**src/core/swf_defs.vh**
```
// constants for the serial write frame engine
`ifndef SWF_DEFS_VH
`define SWF_DEFS_VH
`define SWF_FN_SINGLE  8'h06
`define SWF_FN_MULTI   8'h10
`define SWF_MAX_WORDS  20
`define SWF_CRC_INIT   16'hffff
`define SWF_CRC_POLY   16'ha001
`define SWF_CH_COLON   8'h3a
`define SWF_CH_CR      8'h0d
`define SWF_CH_LF      8'h0a
`define SWF_HDR_BYTES  6
`define SWF_MEM_AW     5
`endif

```
**src/core/swf_frame.v**
```verilog
// serial register write framer and checker
// Function
// - multi write holds at most twenty values
// - values are two bytes, high first
// - ascii check sums address through data
// - ascii check is negated sum, hex
// - cyclic check preset to all ones
// - each byte xored into low eight
// - shift right, xor a001 on carry
// - eight shift steps per byte
// - all bytes in order give check
// - cyclic check sent low byte first
`timescale 1ns/10ps
`include "swf_defs.vh"
module swf_frame (
    input  wire        clk_sys_in,
    input  wire        nrst_in,
    input  wire        ascii_mode_in,
    input  wire [7:0]  station_addr_in,
    input  wire        rx_valid_in,
    input  wire [7:0]  rx_byte_in,
    input  wire        rx_frame_end_in,
    input  wire        tx_ready_in,
    output reg         tx_valid_out,
    output reg  [7:0]  tx_data_out,
    output reg         wr_valid_out,
    output reg  [15:0] wr_addr_out,
    output reg  [15:0] wr_data_out,
    output reg         frame_ok_out,
    output reg         frame_err_out,
    output reg         busy_out
);
    localparam [2:0] S_IDLE = 3'h0, S_RX = 3'h1, S_LF = 3'h2, S_CHK = 3'h3, S_WR = 3'h4, S_TX = 3'h5;
    localparam [2:0] P_SOF = 3'h0, P_BYTE = 3'h1, P_CR = 3'h2, P_LF = 3'h3, P_DONE = 3'h4;

    reg        rst_s1_q, rst_s2_q;
    reg [2:0]  state_q;
    reg [7:0]  idx_q;
    reg [15:0] crc_q;
    reg [7:0]  lrc_q;
    reg        nib_half_q;
    reg [3:0]  nib_q;
    reg        bad_q;
    reg [7:0]  addr_q, func_q, bcnt_q, hi_q;
    reg [15:0] reg_q, fld_q;
    reg [4:0]  words_q, wk_q;
    reg        rd_pend_q;
    reg [2:0]  ph_q;
    reg [3:0]  tx_idx_q;
    reg        tx_nib_q;
    reg [15:0] txc_q;
    reg [7:0]  txl_q;

    wire        rst_n = rst_s2_q;
    wire [15:0] rd_data;

    // one byte of the cyclic check
    function [15:0] crc_byte;
        input [15:0] c;
        input [7:0]  b;
        integer      k;
        reg [15:0]   r;
        begin
            r = c ^ {8'h00, b};
            for (k = 0; k < 8; k = k + 1) begin
                r = r[0] ? ((r >> 1) ^ `SWF_CRC_POLY) : (r >> 1);
            end
            crc_byte = r;
        end
    endfunction

    function [4:0] hex_val;
        input [7:0] ch;
        begin
            if (ch >= 8'h30 && ch <= 8'h39) begin
                hex_val = {1'b1, ch[3:0]};
            end else if (ch >= 8'h41 && ch <= 8'h46) begin
                hex_val = {1'b1, ch[3:0] + 4'h9};
            end else begin
                hex_val = 5'h00;
            end
        end
    endfunction

    function [7:0] hex_char;
        input [3:0] n;
        begin
            hex_char = (n < 4'ha) ? {4'h3, n} : {4'h4, n - 4'h9};
        end
    endfunction

    // byte capture from either framing
    reg        fire;
    reg [7:0]  fb;
    reg [4:0]  hv;
    wire       in_idle = (state_q == S_IDLE);
    wire [7:0] idx_b = in_idle ? 8'h00 : idx_q;
    wire [15:0] crc_b = in_idle ? `SWF_CRC_INIT : crc_q;
    wire [7:0] lrc_b = in_idle ? 8'h00 : lrc_q;

    always @* begin
        hv = hex_val(rx_byte_in);
        fire = 1'b0;
        fb = rx_byte_in;
        if (rx_valid_in && !ascii_mode_in && (in_idle || state_q == S_RX)) begin
            fire = 1'b1;
        end else if (rx_valid_in && ascii_mode_in && state_q == S_RX && hv[4] && nib_half_q) begin
            fire = 1'b1;
            fb = {nib_q, hv[3:0]};
        end
    end

    // frame acceptance
    wire [1:0] chk_n = ascii_mode_in ? 2'd1 : 2'd2;
    wire       chk_ok = ascii_mode_in ? (lrc_q == 8'h00) : (crc_q == 16'h0000);
    wire       cnt_ok = (fld_q != 16'h0000) && (fld_q <= `SWF_MAX_WORDS);
    wire [7:0] dbl = {fld_q[6:0], 1'b0};
    wire       single_ok = (func_q == `SWF_FN_SINGLE) && (idx_q == 8'd6 + {6'h00, chk_n});
    wire       multi_ok = (func_q == `SWF_FN_MULTI) && cnt_ok && (bcnt_q == dbl)
                          && (idx_q == 8'd7 + dbl + {6'h00, chk_n});
    wire       addr_hit = (addr_q == station_addr_in);
    wire       accept = addr_hit && chk_ok && !bad_q && (single_ok || multi_ok);

    // data word capture
    wire [7:0] dw = (idx_b - 8'd8) >> 1;
    wire       mem_we = fire && ((idx_b == 8'd5) || (idx_b >= 8'd8 && !idx_b[0] && dw < `SWF_MAX_WORDS));
    wire [4:0] mem_wa = (idx_b == 8'd5) ? 5'd0 : dw[4:0];
    wire [15:0] mem_wd = (idx_b == 8'd5) ? {fld_q[15:8], fb} : {hi_q, fb};

    swf_word_mem #(
        .WIDTH (16),
        .DEPTH (`SWF_MAX_WORDS),
        .AW    (`SWF_MEM_AW)
    ) u_mem (
        .clk_sys_in  (clk_sys_in),
        .wr_en_in    (mem_we),
        .wr_addr_in  (mem_wa),
        .wr_data_in  (mem_wd),
        .rd_addr_in  (wk_q),
        .rd_data_out (rd_data)
    );

    // response byte selection
    reg [7:0] tb;
    wire [3:0] tx_last = ascii_mode_in ? 4'd6 : 4'd7;
    always @* begin
        case (tx_idx_q)
            4'd0: tb = addr_q;
            4'd1: tb = func_q;
            4'd2: tb = reg_q[15:8];
            4'd3: tb = reg_q[7:0];
            4'd4: tb = fld_q[15:8];
            4'd5: tb = fld_q[7:0];
            4'd6: tb = ascii_mode_in ? (8'h00 - txl_q) : txc_q[7:0];
            default: tb = txc_q[15:8];
        endcase
    end

    always @(posedge clk_sys_in or negedge nrst_in) begin
        if (!nrst_in) begin
            rst_s1_q <= 1'b0;
            rst_s2_q <= 1'b0;
        end else begin
            rst_s1_q <= 1'b1;
            rst_s2_q <= rst_s1_q;
        end
    end

    always @(posedge clk_sys_in or negedge rst_n) begin
        if (!rst_n) begin
            state_q <= S_IDLE;
            idx_q <= 8'h00;
            crc_q <= `SWF_CRC_INIT;
            lrc_q <= 8'h00;
            nib_half_q <= 1'b0;
            nib_q <= 4'h0;
            bad_q <= 1'b0;
            addr_q <= 8'h00;
            func_q <= 8'h00;
            bcnt_q <= 8'h00;
            hi_q <= 8'h00;
            reg_q <= 16'h0000;
            fld_q <= 16'h0000;
            words_q <= 5'h00;
            wk_q <= 5'h00;
            rd_pend_q <= 1'b0;
            ph_q <= P_DONE;
            tx_idx_q <= 4'h0;
            tx_nib_q <= 1'b0;
            txc_q <= `SWF_CRC_INIT;
            txl_q <= 8'h00;
            tx_valid_out <= 1'b0;
            tx_data_out <= 8'h00;
            wr_valid_out <= 1'b0;
            wr_addr_out <= 16'h0000;
            wr_data_out <= 16'h0000;
            frame_ok_out <= 1'b0;
            frame_err_out <= 1'b0;
            busy_out <= 1'b0;
        end else begin
            wr_valid_out <= 1'b0;
            frame_ok_out <= 1'b0;
            frame_err_out <= 1'b0;
            busy_out <= (state_q == S_CHK) || (state_q == S_WR) || (state_q == S_TX);
            if (fire) begin
                crc_q <= crc_byte(crc_b, fb);
                lrc_q <= lrc_b + fb;
                if (idx_b != 8'hff) begin
                    idx_q <= idx_b + 8'd1;
                end
                case (idx_b)
                    8'd0: addr_q <= fb;
                    8'd1: func_q <= fb;
                    8'd2: reg_q[15:8] <= fb;
                    8'd3: reg_q[7:0] <= fb;
                    8'd4: fld_q[15:8] <= fb;
                    8'd5: fld_q[7:0] <= fb;
                    8'd6: bcnt_q <= fb;
                    default: hi_q <= fb;
                endcase
            end
            case (state_q)
                S_IDLE: begin
                    bad_q <= 1'b0;
                    nib_half_q <= 1'b0;
                    if (ascii_mode_in && rx_valid_in && rx_byte_in == `SWF_CH_COLON) begin
                        state_q <= S_RX;
                        idx_q <= 8'h00;
                        crc_q <= `SWF_CRC_INIT;
                        lrc_q <= 8'h00;
                    end else if (fire) begin
                        state_q <= S_RX;
                    end
                end
                S_RX: begin
                    if (!ascii_mode_in) begin
                        if (rx_frame_end_in) begin
                            state_q <= S_CHK;
                        end
                    end else if (rx_valid_in) begin
                        if (rx_byte_in == `SWF_CH_CR) begin
                            bad_q <= bad_q | nib_half_q;
                            state_q <= S_LF;
                        end else if (rx_byte_in == `SWF_CH_COLON) begin
                            idx_q <= 8'h00;
                            crc_q <= `SWF_CRC_INIT;
                            lrc_q <= 8'h00;
                            bad_q <= 1'b0;
                            nib_half_q <= 1'b0;
                        end else if (hv[4]) begin
                            nib_q <= hv[3:0];
                            nib_half_q <= !nib_half_q;
                        end else begin
                            bad_q <= 1'b1;
                        end
                    end
                end
                S_LF: begin
                    if (rx_valid_in) begin
                        bad_q <= bad_q | (rx_byte_in != `SWF_CH_LF);
                        state_q <= S_CHK;
                    end
                end
                S_CHK: begin
                    wk_q <= 5'h00;
                    rd_pend_q <= 1'b0;
                    words_q <= (func_q == `SWF_FN_SINGLE) ? 5'd1 : fld_q[4:0];
                    ph_q <= ascii_mode_in ? P_SOF : P_BYTE;
                    tx_idx_q <= 4'h0;
                    tx_nib_q <= 1'b0;
                    txc_q <= `SWF_CRC_INIT;
                    txl_q <= 8'h00;
                    frame_ok_out <= accept;
                    frame_err_out <= addr_hit && !accept;
                    state_q <= accept ? S_WR : S_IDLE;
                end
                S_WR: begin
                    rd_pend_q <= !rd_pend_q;
                    if (rd_pend_q) begin
                        wr_valid_out <= 1'b1;
                        wr_addr_out <= reg_q + {11'h000, wk_q};
                        wr_data_out <= rd_data;
                        wk_q <= wk_q + 5'd1;
                        if (wk_q + 5'd1 == words_q) begin
                            state_q <= S_TX;
                        end
                    end
                end
                S_TX: begin
                    if (!tx_valid_out || tx_ready_in) begin
                        tx_valid_out <= 1'b1;
                        case (ph_q)
                            P_SOF: begin
                                tx_data_out <= `SWF_CH_COLON;
                                ph_q <= P_BYTE;
                            end
                            P_BYTE: begin
                                if (ascii_mode_in && !tx_nib_q) begin
                                    tx_data_out <= hex_char(tb[7:4]);
                                    tx_nib_q <= 1'b1;
                                end else begin
                                    tx_data_out <= ascii_mode_in ? hex_char(tb[3:0]) : tb;
                                    tx_nib_q <= 1'b0;
                                    if (tx_idx_q < `SWF_HDR_BYTES) begin
                                        txc_q <= crc_byte(txc_q, tb);
                                        txl_q <= txl_q + tb;
                                    end
                                    if (tx_idx_q == tx_last) begin
                                        ph_q <= ascii_mode_in ? P_CR : P_DONE;
                                    end else begin
                                        tx_idx_q <= tx_idx_q + 4'd1;
                                    end
                                end
                            end
                            P_CR: begin
                                tx_data_out <= `SWF_CH_CR;
                                ph_q <= P_LF;
                            end
                            P_LF: begin
                                tx_data_out <= `SWF_CH_LF;
                                ph_q <= P_DONE;
                            end
                            default: begin
                                tx_valid_out <= 1'b0;
                                state_q <= S_IDLE;
                            end
                        endcase
                    end
                end
                default: state_q <= S_IDLE;
            endcase
        end
    end
endmodule

```
**src/core/swf_word_mem.v**
```verilog
// word store for the register values of one frame
`timescale 1ns/10ps
module swf_word_mem #(
    parameter WIDTH = 16,
    parameter DEPTH = 20,
    parameter AW    = 5
) (
    input  wire             clk_sys_in,
    input  wire             wr_en_in,
    input  wire [AW-1:0]    wr_addr_in,
    input  wire [WIDTH-1:0] wr_data_in,
    input  wire [AW-1:0]    rd_addr_in,
    output reg  [WIDTH-1:0] rd_data_out
);
    reg [WIDTH-1:0] mem_q [0:DEPTH-1];

    always @(posedge clk_sys_in) begin
        if (wr_en_in) begin
            mem_q[wr_addr_in] <= wr_data_in;
        end
        rd_data_out <= mem_q[rd_addr_in];
    end
endmodule

```
**config.mk**
```make
export PLATFORM = sky130hd
export DESIGN_NAME = swf_frame
export DESIGN_NICKNAME = d
export VERILOG_FILES = /design/src/core/swf_frame.v /design/src/core/swf_word_mem.v
export VERILOG_INCLUDE_DIRS = /design/src /design/src/core
export SDC_FILE = /design/constraint.sdc
export NUM_CORES = 1
export LEC_CHECK = 0
export BUFFER_PORTS_ARGS = -buffer_cell sky130_fd_sc_hd__buf_2
export CAP_MARGIN = 10
export CORE_UTILIZATION = 37
export DETAILED_ROUTE_END_ITERATION = 6
export PLACE_DENSITY_LB_ADDON = 0.25
export SLEW_MARGIN = 20
export SYNTH_ARGS = -nofsm -noshare
export SYNTH_HDL_FRONTEND = slang
export SYNTH_HIERARCHICAL = 1
export SYNTH_SLANG_ARGS = --single-unit
```
**constraint.sdc**
```tcl
create_clock -name clk_sys_in -period 16.9 [get_ports clk_sys_in]
set_clock_uncertainty 0.1 [all_clocks]
set_input_delay 0.845 -clock clk_sys_in [delete_from_list [all_inputs] [get_ports clk_sys_in]]
set_output_delay 0.845 -clock clk_sys_in [all_outputs]
set_load 0.02 [all_outputs]
```
Word level (Yosys, flattened, before mapping)
Memory sizes are Yosys's and may differ from the RTL's. A register that Yosys moved wholly into a read port is not among the register bits. Cells that the tools add are included.

Register bits: 195. RAM bits: 320. Input port bits: 22. Output and inout bits: 45. Word-level logic and storage cells: 326. Memories kept: 1.

Add/subtract/negate cells: 14. Magnitude comparators: 10. Eq/ne operators: 53. Muxes and demuxes: 122. Bitwise gates (word level): 23. Reduce and logical (&&, ||, !) cells: 70.

Memories: u_mem.mem_q (words 20, width 16, read ports 1, clocked after memory_dff 1, write ports 1, RTL line swf_word_mem.v:15) `reg [WIDTH-1:0] mem_q [0:DEPTH-1];`.

Operator list (number): 2-to-1 mux 16 bit (28); 2-to-1 mux 8 bit (24); case mux 16 bit (2 select lines) (2); case mux 8 bit (7 select lines) (1); 2-to-1 mux 3 bit (16); NOT 2 -> 3 bit (16); case mux 8 bit (2 select lines) (3); equality test 8 x 3 -> 1 bit, second input constant (4); case mux 8 bit (4 select lines) (1); bitwise XOR 16 x 8 -> 16 bit (2); 2-to-1 mux 1 bit (26); 2-to-1 mux 5 bit (5); AND reduction 5 bit (5); equality test 8 bit (3); logical AND 1 bit (22); AND reduction 2 bit (11); case mux 3 bit (6 select lines) (1); adder 16 x 5 -> 16 bit (1); adder 8 bit (2); equality test 8 x 2 -> 1 bit, second input constant (2); less-or-equal comparator 16 x 5 -> 1 bit, second input constant (1); zero test 16 bit (1); zero test 8 bit (2); 2-to-1 mux 4 bit (4); 62 further kinds (109).

Longest topological paths before layout
Depth after elaboration: 31. Gate-level depth with buffers: 19. Mapped depth without buffers: 18.

Modules after synthesis
The synthesis kept the hierarchy.

By module, submodules not included: swf_word_mem (instances 1, cells each 682, area each 12781.0 sq um, seq. area each 9929.5 sq um); swf_frame (instances 1, cells each 1348, area each 11647.4 sq um, seq. area each 4921.0 sq um).

Worst setup path after synthesis
Ideal clock, no wire load.

Path type: input to register. Start point: input rx_byte_in[0]. End point: register lrc_q[7]. Setup time: 136 ps. Data arrival time: 4378 ps. Required time: 16664 ps. Setup slack: 12285 ps. Cell stages on the path: 19. Buffers on the path: 1. Cell sequence: inv_1 ha_1 o21bai_1 a2111oi_1 nand2b_1 nor2_1 xnor2_1 clkbuf_1 inv_1 ha_1 a21oi_1 o21bai_1 a21oi_1 o21bai_1 a21oi_1 xnor2_1 nor2_1 a22oi_1 a21oi_1.

Word-level cells in the longest chain between the ends: 15. Elaborated cells on any way between the ends: 26. Classes of those cells: 2 x add/sub; 4 x order compare; 2 x eq/ne; 13 x mux; 5 x reduce/logical.

Ends and longest elaborated chain: from (decl) (RTL line swf_frame.v:21) `input wire [7:0] rx_byte_in,`; >= comparator 8 x 7 -> 1 bit / less-or-equal comparator 8 x 7 -> 1 bit (equally long branches) (RTL line swf_frame.v:77) `end else if (ch >= 8'h41 && ch <= 8'h46) begin`; logical AND 1 bit (RTL line swf_frame.v:77); 2-to-1 mux 5 bit (RTL line swf_frame.v:77); 2-to-1 mux 5 bit (*) (RTL line swf_frame.v:75) `if (ch >= 8'h30 && ch <= 8'h39) begin`; logical AND 1 bit (2 in a row) (RTL line swf_frame.v:107) `end else if (rx_valid_in && ascii_mode_in && state_q == S_RX && hv[4] && nib_half_q) begin`; 2-to-1 mux 8 bit (*) (RTL line swf_frame.v:107); 2-to-1 mux 8 bit (*) (RTL line swf_frame.v:105) `if (rx_valid_in && !ascii_mode_in && (in_idle || state_q == S_RX)) begin`; named net fb[2] (RTL line swf_frame.v:94) `reg [7:0] fb;`; adder 8 bit (*) (RTL line swf_frame.v:207) `lrc_q <= lrc_b + fb;`; 2-to-1 mux 8 bit (*) (RTL line swf_frame.v:205) `if (fire) begin`; 2-to-1 mux 8 bit (RTL line swf_frame.v:244) `` end else if (rx_byte_in == `SWF_CH_COLON) begin ``; 2-to-1 mux 8 bit (RTL line swf_frame.v:241) `` if (rx_byte_in == `SWF_CH_CR) begin ``; 2-to-1 mux 8 bit (RTL line swf_frame.v:240) `end else if (rx_valid_in) begin`; 2-to-1 mux 8 bit (RTL line swf_frame.v:236) `if (!ascii_mode_in) begin`; case mux 8 bit (2 select lines) (*) (RTL line swf_frame.v:222) `case (state_q)`; to (signal assigned) (RTL line swf_frame.v:207); to (decl) (RTL line swf_frame.v:40) `reg [7:0] lrc_q;`.

Mark *: on every way through the listed nets, which the timed path passes. The rest lies on a longest branch. A chain may end at the register's enable or synchronous reset.

Worst setup path in the final report
Start point: input rx_byte_in[0]. End point: register lrc_q[7].

Word-level cells in the longest chain between the ends: 15. Elaborated cells on any way between the ends: 26. Classes of those cells: 2 x add/sub; 4 x order compare; 2 x eq/ne; 13 x mux; 5 x reduce/logical.

Ends and longest elaborated chain (RTL line): >= comparator 8 x 7 -> 1 bit / less-or-equal comparator 8 x 7 -> 1 bit (equally long branches) (swf_frame.v:77); logical AND 1 bit (swf_frame.v:77); 2-to-1 mux 5 bit (swf_frame.v:77); 2-to-1 mux 5 bit (*) (swf_frame.v:75); logical AND 1 bit (*) (2 in a row) (swf_frame.v:107); 2-to-1 mux 8 bit (*) (swf_frame.v:107); 2-to-1 mux 8 bit (*) (swf_frame.v:105); named net fb[5] (swf_frame.v:94); adder 8 bit (*) (swf_frame.v:207); 2-to-1 mux 8 bit (*) (swf_frame.v:205); 2-to-1 mux 8 bit (swf_frame.v:244); 2-to-1 mux 8 bit (swf_frame.v:241); 2-to-1 mux 8 bit (swf_frame.v:240); 2-to-1 mux 8 bit (swf_frame.v:236); case mux 8 bit (2 select lines) (*) (swf_frame.v:222).

Marks and branches as above.

==> reports/results.env <==
DIE_AREA_UM2=67060
DPL.CELL_COUNT=2885
REG_TO_REG_SLACK_SETUP_PS=11870
LAYOUT.NETS=2160
CTS_SETUP_BUFFERS=0
WORST_SETUP_PATH_TYPE='input pin to register'
VIAS=16050
HOLD_PATH_CLASS='register to register'
FINALWIRELENGTH_UM=62120
REQUIRED_PS=17250
SYNTH_EDF_COUNT=320
CP-START-KIND='input pin'
GRT_ANTENNA_BEFORE_REPAIR=0
CRIT_ARRIVAL_PS=5450
WIRE_PER_INST_UM=20.78
CTS.SINK_COUNT=531
FINAL_HOLD_VIOL_COUNT=0
TRITONCTS_CLOCK_TREE='done'
FIN_TNS_SETUP_PS=0
POST-ROUTE-MIN-PERIOD_PS=5091
SEQ_AREA_FRAC_SYNTH=0.6079
DRT_DRC_VIOLATIONS_LEFT=0
MAX_SLEW_VIO_COUNT=0
VDD_IR_DROP_MAX_mV=0.08373
SYN_AVG_CELL_AREA_UM2=12.03
GRT_USE_TOTAL=0.1855
CTS_ROOT_BUF='sky130_fd_sc_hd__clkbuf_16'
MAXCAPVIOLATIONS=0
COREAREA_UM2=64810
CRITPATHSLOWESTCELL='sky130_fd_sc_hd__mux2i_1'
CRITICAL_PATH.CELL_CHAIN='buf_2 -> inv_1 -> ha_1 -> o21bai_1 -> a2111oi_1 -> a21o_1 -> and2_1 -> mux2i_1 -> inv_1 -> ha_1 -> inv_1 -> o21bai_1 -> a21oi_1 -> xnor2_1 -> nor2_1 -> a22oi_1 -> a21oi_1'
YOSYS_MOST_USED_DFF='sky130_fd_sc_hd__edfxtp_1'
LAYOUT.CELLS.NON_FILLER=2990
PLACEMENT.IO_BUFFERS=66
MAX-SLEW-MARGIN-REL=0.2444
SYNTH.FF_LATCH_COUNT=531
VIAS_IN_THE_FIRST_GLOBAL_ROUTE=15960
FINALWORSTSETUPSLACK_PS=11810
TIMING.FMAX_GHz=0.1964
POWER.DENSITY_CELL_AREA_nW_PER_UM2=145.8
POWER.LEAKAGE_nW=10.33
RUN_STATUS='completed'
YOSYSUNIQUECELLTYPES=86
YOSYS_WARNING_TOTAL=6
START_UTIL=0.3769
SYNTH_ASYNC_SR_FLOP_SHARE=0.3672
DRIVE_ABOVE_1_SHARE=0.1429
IO-PIN-COUNT=67
CRITPATHCAPTURETYPE='register'
CLK_LATENCY_PS=640
HPWLAFTERDP_UM=40200
SYNTH.AREA.TOP_CELLS='sky130_fd_sc_hd__edfxtp_1 39%, sky130_fd_sc_hd__dfrtp_1 17%, sky130_fd_sc_hd__mux2i_1 4.4%, sky130_fd_sc_hd__nand2_1 4.3%, sky130_fd_sc_hd__dfstp_2 3.5%'
GRT_MAX_DEGREE=73
GR-TOTAL-OVERFLOW=0
CTS-BUFFERS-INSERTED=55
FINAL.PERIOD_UTILIZATION=0.3012
CRITPATHMAXFANOUT=23
SHARE_OF_THE_SYNTHESIZED_AREA_IN_THE_TOP_CELL_TYPE=0.3934
GRT_SETUP_UNREPAIRED='false'
MAX_STAGE_DELAY_PS=780
ANT_NETS=0
ROUTABILITYCONGESTION=0.8590
MAPPEDNETLISTNETS=2102
VIASPERCELL=5.366
DP_WORST_SETUP_SLACK_PS=11270
DIODES=0
FP-ROW-COUNT=93
FLOORPLAN.DIE.HEIGHT_UM=259.0
CELL_COUNT_AFTER_SYNTHESIS=2030
GLOBAL_ROUTE_WIRE_LENGTH_BEFORE_REPAIR_UM=95490
CRIT_TOP_CELL='sky130_fd_sc_hd__inv_1'
FLOW.AREA_GROWTH_FROM_SYNTHESIS_PCT=13.43
CLK_PIN_SLEW_PS=60
SYN_AREA_UM2=24430
HTREE_NUM_LEVELS=2
WORST_SLEW_PIN_SLEW_PS=1129
DETAILEDROUTE.FIRSTPASSITERATIONCOUNT=5
CLK_PATH_BUF_DEPTH=3
DRT_ITER0_MARKERS=1187
SYNTH_TOP_AREA_CELL='sky130_fd_sc_hd__edfxtp_1'
SETUP-VIOLATIONS-FINAL=0
DIE_SPAN_X_UM=259.0
==> critical path, delay by kind of cell <==
family	cells	cell delay, ps
AO/OA/AOI/OAI	7	1540
buffers and inverters	4	950
multiplexers	1	780
adder cells (fa/ha/maj)	2	740
AND/OR/NAND/NOR	2	390
XOR/XNOR	1	190
==> routing by layer <==
| layer | share of wire | wire, um | global-route usage |
|---|---|---|---|
| met1 | 0.45 | 28190 | 0.2540 |
| met2 | 0.48 | 29890 | 0.3084 |
| met5 | 0 | 0 | 0 |
| met4 | 0.018 | 1131 | 0.04767 |
| met3 | 0.047 | 2917 | 0.02656 |
==> repair_timing <==
| action | 4_1_cts | 5_1_grt |
|---|---|---|
| resized for setup | 0 | 0 |
| hold endpoints to repair | 2 | 0 |
| hold buffers | 1 | 0 |
==> path summary, 6_finish.rpt <==
check | from | endpoint | depth (start not counted)
setup / recovery | rx_byte_in[0] | lrc_q[7] | 17
setup reg to reg | state_q[2] | u_mem/mem_q[19][7] | 12
min in group asynchronous | rst_n | bad_q | 0
hold / removal | rst_s1_q | rst_n | 0
hold reg to reg | rst_s1_q | rst_n | 0
max in group asynchronous | rst_n | wr_addr_out[1] | 2
==> registers in the layout, indices dropped and copies added, names as in the netlist, 3 cells and up <==
register and cells:
state_q 3, addr_q 8, idx_q 8, txc_q 16, reg_q 16, words_q 5, wr_data_out 16, bcnt_q 8
func_q 8, lrc_q 8, u_mem/mem_q 320, fld_q 16, wr_addr_out 16, tx_idx_q 4, crc_q 16, wk_q 5
u_mem/rd_data_out 16, txl_q 8, ph_q 3, nib_q 4, hi_q 8, tx_data_out 8
==> where the power goes <==
group | leakage [nW] | total, W | internal, W | switching [W]
sequential | 5.51 | 0.00169 | 0.00155 | 0.000142
clock | 1.01 | 0.00133 | 0.000806 | 0.000526
combinational | 3.81 | 0.00102 | 0.000400 | 0.000616
total | 10.3 | 0.00404 | 0.00276 | 0.00128
==> cell usage in the layout, fill, tap and decap left out, drive strengths merged, types with 13 or more instances in the layout <==
| cell type | instances |
|---|---|
| clkinv | 13 |
| nand3 | 21 |
| nand4 | 24 |
| xor2 | 38 |
| dfrtp | 162 |
| a22oi | 33 |
| a31oi | 15 |
| buf | 103 |
| mux2 | 35 |
| edfxtp | 320 |
| dfstp | 33 |
| and2 | 14 |
| nor3 | 25 |
| dfxtp | 16 |
| o21ai | 157 |
| o211ai | 13 |
| ha | 47 |
| nor4 | 13 |
| nand2 | 281 |
| o22ai | 28 |
| inv | 53 |
| xnor2 | 79 |
| clkbuf | 79 |
| mux2i | 109 |
| nor2 | 137 |
| a211oi | 16 |
| mux4 | 15 |
| a21oi | 100 |
==> synth_stat cells, types with 5 or more instances <==
master	n
sky130_fd_sc_hd__a21o_1	7
sky130_fd_sc_hd__inv_1	50
sky130_fd_sc_hd__a22o_1	7
sky130_fd_sc_hd__mux2_1	5
sky130_fd_sc_hd__dfxtp_1	16
sky130_fd_sc_hd__nand2b_1	8
sky130_fd_sc_hd__dfstp_2	33
sky130_fd_sc_hd__edfxtp_1	320
sky130_fd_sc_hd__clkbuf_1	70
sky130_fd_sc_hd__a31oi_1	15
sky130_fd_sc_hd__dfrtp_1	162
sky130_fd_sc_hd__buf_1	5
sky130_fd_sc_hd__nand3_1	20
sky130_fd_sc_hd__o31ai_1	5
sky130_fd_sc_hd__nand3b_1	6
sky130_fd_sc_hd__and3_1	11
sky130_fd_sc_hd__buf_4	14
sky130_fd_sc_hd__o211ai_1	13
sky130_fd_sc_hd__nor2_1	137
sky130_fd_sc_hd__mux2_2	30
sky130_fd_sc_hd__mux4_2	15
sky130_fd_sc_hd__a222oi_1	8
sky130_fd_sc_hd__o21bai_1	10
sky130_fd_sc_hd__ha_1	47
sky130_fd_sc_hd__and2_1	14
sky130_fd_sc_hd__nor3_1	25
sky130_fd_sc_hd__o21ai_0	142
sky130_fd_sc_hd__o22a_1	5
sky130_fd_sc_hd__xnor2_1	79
sky130_fd_sc_hd__a22oi_1	33
sky130_fd_sc_hd__nor4_1	13
sky130_fd_sc_hd__nor2b_1	9
sky130_fd_sc_hd__buf_2	9
sky130_fd_sc_hd__nand4_1	24
sky130_fd_sc_hd__o21ai_1	15
sky130_fd_sc_hd__mux2i_1	107
sky130_fd_sc_hd__a211oi_1	14
sky130_fd_sc_hd__nand2_1	281
sky130_fd_sc_hd__xor2_1	38
sky130_fd_sc_hd__o22ai_1	27
sky130_fd_sc_hd__a21oi_1	100
==> final cells by class <==
class / instances / area [um^2]
inverters: 51 / 191.4
fillers: 5941 / 37100
multi-input cells: 1345 / 8924
flip-flops and latches: 531 / 14860
clock buffers: 79 / 1648
repair buffers: 104 / 618.1
clock inverters: 25 / 401.6
well taps: 855 / 1070
==> per-stage QoR <==
| step | area (um^2) | power (W) | util | hold WS, ps |
|---|---|---|---|---|
| floorplan | 24430 | 0.002441 | - | 231.2 |
| global placement | 25650 | 0.002708 | 0.3957 | 237.8 |
| detailed placement | 25650 | 0.002731 | 0.3958 | 241.2 |
| CTS | 27710 | 0.004069 | 0.4275 | 256.4 |
| global route | 27710 | 0.004246 | 0.4275 | 259.2 |
| finish | 27710 | 0.004041 | 0.4275 | 254.3 |
==> cell families (layout without fill, tap and decap cells) <==
kind of cell,Yosys count,after routing,share of synthesized area
DFF,531,531,0.6079
and+or+nand+nor,580,580,0.1072
other,1,1,0.0001535
buffers and inverters,154,259,0.02756
adders and majority gates,50,50,0.02653
xor gates and xnor gates,121,121,0.04564
AOI/OAI and AO/OA,434,434,0.1094
muxes,159,159,0.07565
Note: power is estimated with default switching activity, not from simulation.
